$ cat src/hw/sosr_defs.svh
`ifndef SOSR_DEFS_SVH
`define SOSR_DEFS_SVH

// Register byte addresses
`define SOSR_ADDR_OPTIONS 8'h00
`define SOSR_ADDR_DELAY 8'h04

// Field positions in system_options
`define SOSR_BIT_RX_CAPTURE 12
`define SOSR_BIT_CMP_CAPTURE 11
`define SOSR_BIT_CNT_CAPTURE 10
`define SOSR_TRIG_MSB 9
`define SOSR_TRIG_LSB 8
`define SOSR_RSVD_MSB 7
`define SOSR_RSVD_LSB 4
`define SOSR_BIT_DEBUG_PIN 3
`define SOSR_BIT_RESET_PIN 2
`define SOSR_BIT_NMI_PIN 1

// Reset values
`define SOSR_ROUTE_RST 1'b0
`define SOSR_TRIG_RST 2'h0
`define SOSR_DEBUG_RST 1'b1
`define SOSR_PIN_POR 1'b1
`define SOSR_DELAY_RST 8'h00
`define SOSR_READ_ZERO 32'h0000_0000

`endif

$ cat src/hw/sosr_pkg.sv
package sosr_pkg;

  typedef enum logic [1:0] {
    SOSR_TRIG_COUNTER = 2'b00,
    SOSR_TRIG_PERIODIC = 2'b01,
    SOSR_TRIG_T2_INIT = 2'b10,
    SOSR_TRIG_T2_MATCH = 2'b11
  } sosr_trig_src_t;

  typedef enum logic [0:0] {
    SOSR_DLY_IDLE = 1'b0,
    SOSR_DLY_COUNT = 1'b1
  } sosr_dly_state_t;

endpackage

$ cat src/hw/sosr_trig_delay.sv
`timescale 1ns/1ps
`include "sosr_defs.svh"

// One-shot delay: starts on a rising trigger edge, fires when count reaches modulo
module sosr_trig_delay import sosr_pkg::*; #(
  parameter int DELAY_W = 8
) (
  input wire logic i_core_clk,
  input wire logic i_reset_n,
  input wire logic i_trigger,
  input wire logic [DELAY_W-1:0] i_modulo,
  output logic o_fire,
  output logic o_active
);

  sosr_dly_state_t state_q, state_d;
  logic [DELAY_W-1:0] cnt_q, cnt_d;
  logic trig_prev_q, trig_prev_d;
  logic fire_q, fire_d;

  always_comb begin
    state_d = state_q;
    cnt_d = cnt_q;
    trig_prev_d = i_trigger;
    fire_d = 1'b0;
    case (state_q)
      SOSR_DLY_IDLE: begin
        if (i_trigger && !trig_prev_q) begin
          state_d = SOSR_DLY_COUNT;
          cnt_d = '0;
        end
      end
      SOSR_DLY_COUNT: begin
        if (cnt_q == i_modulo) begin
          state_d = SOSR_DLY_IDLE;
          fire_d = 1'b1;
        end else begin
          cnt_d = cnt_q + 1'b1;
        end
      end
      default: begin
        state_d = SOSR_DLY_IDLE;
      end
    endcase
  end

  always_ff @(posedge i_core_clk) begin
    if (!i_reset_n) begin
      state_q <= SOSR_DLY_IDLE;
      cnt_q <= '0;
      trig_prev_q <= 1'b0;
      fire_q <= 1'b0;
    end else begin
      state_q <= state_d;
      cnt_q <= cnt_d;
      trig_prev_q <= trig_prev_d;
      fire_q <= fire_d;
    end
  end

  assign o_fire = fire_q;
  assign o_active = (state_q == SOSR_DLY_COUNT);

endmodule

$ cat src/hw/sosr_routing.sv
`timescale 1ns/1ps
`include "sosr_defs.svh"

module sosr_routing import sosr_pkg::*; #(
  parameter int DELAY_W = 8
) (
  input wire logic i_core_clk,
  input wire logic i_reset_n,
  input wire logic i_por_n,
  input wire logic [7:0] i_addr,
  input wire logic [31:0] i_wdata,
  input wire logic i_wr,
  input wire logic i_rd,
  output logic [31:0] o_rdata,
  input wire logic i_uart_rx,
  output logic o_uart_rx,
  input wire logic i_timer0_ch1_pin,
  output logic o_timer0_ch1_in,
  input wire logic i_comparator0_out,
  input wire logic i_timer1_ch0_pin,
  output logic o_timer1_ch0_in,
  input wire logic i_rtc_overflow,
  input wire logic i_timer1_ch1_pin,
  output logic o_timer1_ch1_in,
  input wire logic i_pit_overflow,
  input wire logic i_timer2_init_trig,
  input wire logic i_timer2_match_trig,
  output logic o_adc_hw_trigger,
  output logic o_delay_active,
  output logic o_debug_pin_enable,
  output logic o_reset_pin_enable,
  output logic o_reset_pullup_en,
  input wire logic i_port_a_bit5,
  output logic o_ext_reset_req,
  output logic o_nmi_pin_enable,
  output logic o_nmi_pullup_en,
  input wire logic i_port_b_bit4,
  output logic o_nmi_req
);

  // Control fields
  logic rx_cap_q, rx_cap_d;
  logic cmp_cap_q, cmp_cap_d;
  logic cnt_cap_q, cnt_cap_d;
  sosr_trig_src_t trig_src_q, trig_src_d;
  logic debug_pin_q, debug_pin_d;
  logic [DELAY_W-1:0] delay_q, delay_d;

  // Write-once fields and their locks
  logic reset_pin_q, reset_pin_d;
  logic nmi_pin_q, nmi_pin_d;
  logic reset_lock_q, reset_lock_d;
  logic nmi_lock_q, nmi_lock_d;

  // Read path
  logic [31:0] rdata_q, rdata_d;

  // Routed signals and trigger path
  logic t0_ch1_q, t0_ch1_d;
  logic t1_ch0_q, t1_ch0_d;
  logic t1_ch1_q, t1_ch1_d;
  logic uart_rx_q, uart_rx_d;
  logic ext_rst_q, ext_rst_d;
  logic nmi_req_q, nmi_req_d;
  logic src_prev_q, src_prev_d;
  logic adc_trig_q, adc_trig_d;

  logic wr_opt;
  logic wr_dly;
  logic t2_trig;
  logic dly_fire;
  logic src_level;
  logic [31:0] opt_view;

  assign wr_opt = i_wr && (i_addr == `SOSR_ADDR_OPTIONS);
  assign wr_dly = i_wr && (i_addr == `SOSR_ADDR_DELAY);

  // Current register image
  always_comb begin
    opt_view = `SOSR_READ_ZERO;
    opt_view[`SOSR_BIT_RX_CAPTURE] = rx_cap_q;
    opt_view[`SOSR_BIT_CMP_CAPTURE] = cmp_cap_q;
    opt_view[`SOSR_BIT_CNT_CAPTURE] = cnt_cap_q;
    opt_view[`SOSR_TRIG_MSB:`SOSR_TRIG_LSB] = trig_src_q;
    opt_view[`SOSR_RSVD_MSB:`SOSR_RSVD_LSB] = '0;
    opt_view[`SOSR_BIT_DEBUG_PIN] = debug_pin_q;
    opt_view[`SOSR_BIT_RESET_PIN] = reset_pin_q;
    opt_view[`SOSR_BIT_NMI_PIN] = nmi_pin_q;
  end

  // Register writes
  always_comb begin
    rx_cap_d = rx_cap_q;
    cmp_cap_d = cmp_cap_q;
    cnt_cap_d = cnt_cap_q;
    trig_src_d = trig_src_q;
    debug_pin_d = debug_pin_q;
    delay_d = delay_q;
    reset_pin_d = reset_pin_q;
    nmi_pin_d = nmi_pin_q;
    reset_lock_d = reset_lock_q;
    nmi_lock_d = nmi_lock_q;
    if (wr_opt) begin
      rx_cap_d = i_wdata[`SOSR_BIT_RX_CAPTURE];
      cmp_cap_d = i_wdata[`SOSR_BIT_CMP_CAPTURE];
      cnt_cap_d = i_wdata[`SOSR_BIT_CNT_CAPTURE];
      trig_src_d = sosr_trig_src_t'(i_wdata[`SOSR_TRIG_MSB:`SOSR_TRIG_LSB]);
      debug_pin_d = i_wdata[`SOSR_BIT_DEBUG_PIN];
      if (!reset_lock_q) begin
        reset_pin_d = i_wdata[`SOSR_BIT_RESET_PIN];
        reset_lock_d = 1'b1;
      end
      if (!nmi_lock_q) begin
        nmi_pin_d = i_wdata[`SOSR_BIT_NMI_PIN];
        nmi_lock_d = 1'b1;
      end
    end
    if (wr_dly) begin
      delay_d = i_wdata[DELAY_W-1:0];
    end
  end

  // Read data stand in the cycle after the strobe only
  always_comb begin
    rdata_d = `SOSR_READ_ZERO;
    if (i_rd) begin
      case (i_addr)
        `SOSR_ADDR_OPTIONS: rdata_d = opt_view;
        `SOSR_ADDR_DELAY: rdata_d[DELAY_W-1:0] = delay_q;
        default: rdata_d = `SOSR_READ_ZERO;
      endcase
    end
  end

  always_ff @(posedge i_core_clk) begin
    if (!i_reset_n) begin
      rx_cap_q <= `SOSR_ROUTE_RST;
      cmp_cap_q <= `SOSR_ROUTE_RST;
      cnt_cap_q <= `SOSR_ROUTE_RST;
      trig_src_q <= SOSR_TRIG_COUNTER;
      debug_pin_q <= `SOSR_DEBUG_RST;
      delay_q <= `SOSR_DELAY_RST;
      reset_lock_q <= 1'b0;
      nmi_lock_q <= 1'b0;
      rdata_q <= `SOSR_READ_ZERO;
    end else begin
      rx_cap_q <= rx_cap_d;
      cmp_cap_q <= cmp_cap_d;
      cnt_cap_q <= cnt_cap_d;
      trig_src_q <= trig_src_d;
      debug_pin_q <= debug_pin_d;
      delay_q <= delay_d;
      reset_lock_q <= reset_lock_d;
      nmi_lock_q <= nmi_lock_d;
      rdata_q <= rdata_d;
    end
  end

  // Pin-enable bits: only power-on reset sets them, other resets hold them
  always_ff @(posedge i_core_clk) begin
    if (!i_por_n) begin
      reset_pin_q <= `SOSR_PIN_POR;
      nmi_pin_q <= `SOSR_PIN_POR;
    end else if (i_reset_n) begin
      reset_pin_q <= reset_pin_d;
      nmi_pin_q <= nmi_pin_d;
    end
  end

  // Timer2 trigger through the one-shot delay
  assign t2_trig = (trig_src_q == SOSR_TRIG_T2_MATCH) ? i_timer2_match_trig :
                   (trig_src_q == SOSR_TRIG_T2_INIT) ? i_timer2_init_trig : 1'b0;

  sosr_trig_delay #(
    .DELAY_W(DELAY_W)
  ) u_delay (
    .i_core_clk(i_core_clk),
    .i_reset_n(i_reset_n),
    .i_trigger(t2_trig),
    .i_modulo(delay_q),
    .o_fire(dly_fire),
    .o_active(o_delay_active)
  );

  // Routing and trigger selection
  always_comb begin
    uart_rx_d = i_uart_rx;
    t0_ch1_d = rx_cap_q ? i_uart_rx : i_timer0_ch1_pin;
    t1_ch0_d = cmp_cap_q ? i_comparator0_out : i_timer1_ch0_pin;
    t1_ch1_d = cnt_cap_q ? i_rtc_overflow : i_timer1_ch1_pin;
    ext_rst_d = reset_pin_q && !i_port_a_bit5;
    nmi_req_d = nmi_pin_q && !i_port_b_bit4;
    case (trig_src_q)
      SOSR_TRIG_COUNTER: src_level = i_rtc_overflow;
      SOSR_TRIG_PERIODIC: src_level = i_pit_overflow;
      SOSR_TRIG_T2_INIT: src_level = dly_fire;
      SOSR_TRIG_T2_MATCH: src_level = dly_fire;
      default: src_level = 1'b0;
    endcase
    src_prev_d = src_level;
    adc_trig_d = src_level && !src_prev_q;
  end

  always_ff @(posedge i_core_clk) begin
    if (!i_reset_n) begin
      uart_rx_q <= 1'b1;
      t0_ch1_q <= 1'b0;
      t1_ch0_q <= 1'b0;
      t1_ch1_q <= 1'b0;
      ext_rst_q <= 1'b0;
      nmi_req_q <= 1'b0;
      src_prev_q <= 1'b0;
      adc_trig_q <= 1'b0;
    end else begin
      uart_rx_q <= uart_rx_d;
      t0_ch1_q <= t0_ch1_d;
      t1_ch0_q <= t1_ch0_d;
      t1_ch1_q <= t1_ch1_d;
      ext_rst_q <= ext_rst_d;
      nmi_req_q <= nmi_req_d;
      src_prev_q <= src_prev_d;
      adc_trig_q <= adc_trig_d;
    end
  end

  assign o_rdata = rdata_q;
  assign o_uart_rx = uart_rx_q;
  assign o_timer0_ch1_in = t0_ch1_q;
  assign o_timer1_ch0_in = t1_ch0_q;
  assign o_timer1_ch1_in = t1_ch1_q;
  assign o_adc_hw_trigger = adc_trig_q;
  assign o_debug_pin_enable = debug_pin_q;
  assign o_reset_pin_enable = reset_pin_q;
  assign o_reset_pullup_en = reset_pin_q;
  assign o_ext_reset_req = ext_rst_q;
  assign o_nmi_pin_enable = nmi_pin_q;
  assign o_nmi_pullup_en = nmi_pin_q;
  assign o_nmi_req = nmi_req_q;

endmodule

$ cat config.mk
export PLATFORM = sky130hd
export DESIGN_NAME = sosr_routing
export DESIGN_NICKNAME = d
export VERILOG_FILES = /design/src/hw/sosr_pkg.sv /design/src/hw/sosr_trig_delay.sv /design/src/hw/sosr_routing.sv
export VERILOG_INCLUDE_DIRS = /design/src /design/src/hw
export SDC_FILE = /design/constraint.sdc
export NUM_CORES = 1
export LEC_CHECK = 0
export ABC_AREA = 1
export BUFFER_PORTS_ARGS = -buffer_cell sky130_fd_sc_hd__buf_2
export CAP_MARGIN = 0
export CORE_MARGIN = 1.5
export CORE_UTILIZATION = 45
export CTS_CLUSTER_DIAMETER = 150
export CTS_CLUSTER_SIZE = 8
export DETAILED_ROUTE_END_ITERATION = 6
export GPL_ROUTABILITY_DRIVEN = 0
export PLACE_DENSITY = 0.81
export REMOVE_ABC_BUFFERS = 1
export SLEW_MARGIN = 20
export SYNTH_ARGS = -nofsm -noshare
export SYNTH_HDL_FRONTEND = slang
export SYNTH_SLANG_ARGS = --single-unit
$ cat constraint.sdc
create_clock -name i_core_clk -period 1.3 [get_ports i_core_clk]
set_input_delay 0.13 -clock i_core_clk [delete_from_list [all_inputs] [get_ports i_core_clk]]
set_output_delay 0.13 -clock i_core_clk [all_outputs]
set_load 0.02 [all_outputs]
==> results.yml <==
worst_setup_path:
  cp-end-kind: "flop"
  arrival_ps: 1650
  setup.worst_path.start_class: "flop"
  criticalPathCategory: "reg2reg"
  worst-path-max-fanout: 5
  required_ps: 1540
  rrSetupSlack_ps: -110
place:
  dp_worst_setup_slack_ps: -56.1
  dpl_cell_area_sq_um: 2500
  place_hpwl_mm: 3.28
  port_buffers: 62
finish:
  drive_gt1_share_pct: 41.8
  final_cell_area_sq_um: 2900
  fin_nets: 410
  antenna_cells: 0
  finalCoreUtilization_pct: 64.9
  area_delta_synth_final_pct: 35.3
route:
  drtIter0Drc: 94
  wirelength_mm: 5.58
  vias: 1965
  drtAntennaViolNets: 0
  firstDrtPassIters: 4
  vias_per_cell: 4.84
  wire_per_inst_um: 13.8
  drc: 0
timing:
  finalCritPeriodShare_pct: 108
  hold_viol: 0
  setup_viol: 9
  drv_slew: 0
  min_period_ps: 1410
  holdWs_ps: 4.14
  final.setup.worst_slack_ps: -106
  clock_skew_ps: 4.97
  max_freq_mhz: 711
  rsz0062_at_grt: "true"
grt:
  grt_use_total_pct: 18.0
  grt_pass1_vias: 1721
  antenna_found_initial: 0
  grt_overflow: 0
  grt_pass1_wl_mm: 7.35
  grt_max_degree: 16
logic_synthesis:
  synthDistinctLibCells: 30
  yosysTopAreaCell: "dfxtp_1"
  synth_most_common_cell: "dfxtp_1"
  synth_top_cell_area_share_pct: 45.7
  synth_top_flop_cell: "dfxtp_1"
  yosys-top-cells-area: "dfxtp_1 (46%), buf_4 (7.3%), nand2_1 (7.3%)"
  netlist_instances: 263
  synth_mux_area_share_pct: 0
  synthSimpleGateAreaFrac_pct: 23.4
  synth_top_family_by_area: "simple AND/OR/NAND/NOR gates"
  synth_compound_area_share_pct: 13.3
  yosys_register_bits: 49
  synth_fa_ha_area_share_pct: 0.583
  yosysWarnings: 0
  yosys-top-cells-count: "dfxtp_1 (49), nand2_1 (42), nor2_1 (33)"
  synth_edf_count: 0
  syn_avg_cell_area_sq_um: 8.16
  synth-xor-area-share_pct: 2.45
  yosysSeqAreaShare_pct: 45.7
  async_flop_share_pct: 0
  syn-cell-area_sq_um: 2150
clocking:
  clk-insertion-delay-late_ps: 310
  htreeDepth: 2
  cts_buffers: 5
  cts_root_buf: "clkbuf_8"
  cts_tree: "done"
  clockBufferDepth: 2
  clk_pin_slew_worst_paths_ps: 80
  cts.sinks: 49
die:
  fp.coreArea_sq_um: 4470
  die_x_um: 72.1
  rows: 24
  start_util_pct: 48.0
  ios: 101
  die_y_um: 72.1
  die_area_sq_um: 5190
outcome:
  failed_checks: "negative setup slack"
  status: "finished, violations left"
pwr:
  ir_drop_v: 0.000660
  p_per_area_nw_per_um2: 896
  power_mw: 2.60
  leakagePower_nw: 1.31
run:
  drv_cap: 0
hold_path:
  min_path_type: "in2reg"
cells by family (layout without fill, tap and decap cells):
logic type / Yosys count / count (layout)
DFF: 49 / 49
and+or+nand+nor: 110 / 112
xor gates and xnor gates: 6 / 6
AOI/OAI and AO/OA: 40 / 40
adders and majority gates: 1 / 1
other: 1 / 19
buffers and inverters: 56 / 127
stage by stage:
step	instances	TNS [ps]
3_3_place_gp	382	0
3_5_place_dp	382	-107
6_report	406	-579
2_1_floorplan	255	0
4_1_cts	393	-0.792
5_1_grt	406	-1330
report_power, final:
part           leakage (nW)  switching [mW]  internal (mW)
registers             0.402         0.00389           1.50
clock network        0.0385           0.494          0.381
logic                 0.872           0.143         0.0750
total                  1.31           0.640           1.96
state kept, by name, summed over array words and instances (netlist names), 2 cells and up:
signal         flops
o_rdata           13
delay_q            8
u_delay.cnt_q      8
trig_src_q         2
final timing paths:
check / from / endpoint / depth (start not counted)
hold reg to reg: src_prev_q$_SDFF_PN0_ / o_adc_hw_trigger$_SDFF_PN0_ / 1
hold / removal: i_uart_rx / o_uart_rx$_SDFF_PN1_ / 3
setup / recovery: delay_q[7]$_SDFFE_PN0P_ / u_delay.cnt_q[1]$_SDFFE_PN0P_ / 10
setup reg to reg: delay_q[7]$_SDFFE_PN0P_ / u_delay.cnt_q[1]$_SDFFE_PN0P_ / 10
worst max-delay path: stages, from the launching register on:
cell and delay, ps:
dfxtp_1 320, inv_1 110, nand2_1 70, nand2_1 60, nand2_1 80, nor2_2 170
nand2_4 110, nand2_8 120, buf_6 100, nand3_2 60, a21oi_2 130
cells in the final DEF, fill, tap and decap left out, drive strengths merged, types with 3 or more instances in the layout:
| cell | instances |
|---|---|
| conb | 19 |
| dfxtp | 49 |
| nor3 | 11 |
| nand2 | 49 |
| inv | 30 |
| a211oi | 7 |
| xnor2 | 5 |
| o211ai | 3 |
| a21oi | 17 |
| o21ai | 10 |
| buf | 87 |
| clkbuf | 7 |
| nor2 | 35 |
| nand3 | 12 |
timing repair:
item	CTS	global route
pin swaps	2	15
setup endpoints to repair	4	10
buffers inserted	1	11
hold buffers	2	0
hold endpoints to repair	2	0
gates resized for setup	4	47
gates cloned	0	2
layer usage:
metal | global-route usage [%] | vias to the layer above | part of all wire [%] | routed length, um
li1 | - | 987 | - | -
met1 | 21.1 | 900 | 41 | 2280
met2 | 31.1 | 64 | 52 | 2900
met3 | 3.75 | 14 | 4.5 | 249
met4 | 9.22 | 0 | 2.8 | 157
met5 | 0 | - | 0 | 0
final cells by class:
type	instances	area, sq um
Clock inverter	1	7.51
Timing Repair Buffer	89	553
Tap cell	52	65.1
Clock buffer	7	76.3
Sequential cell	49	1000
Multi-Input combinational cell	178	1090
Inverter	30	113
Fill cell	352	1570
(Power assumes the default switching activity.)
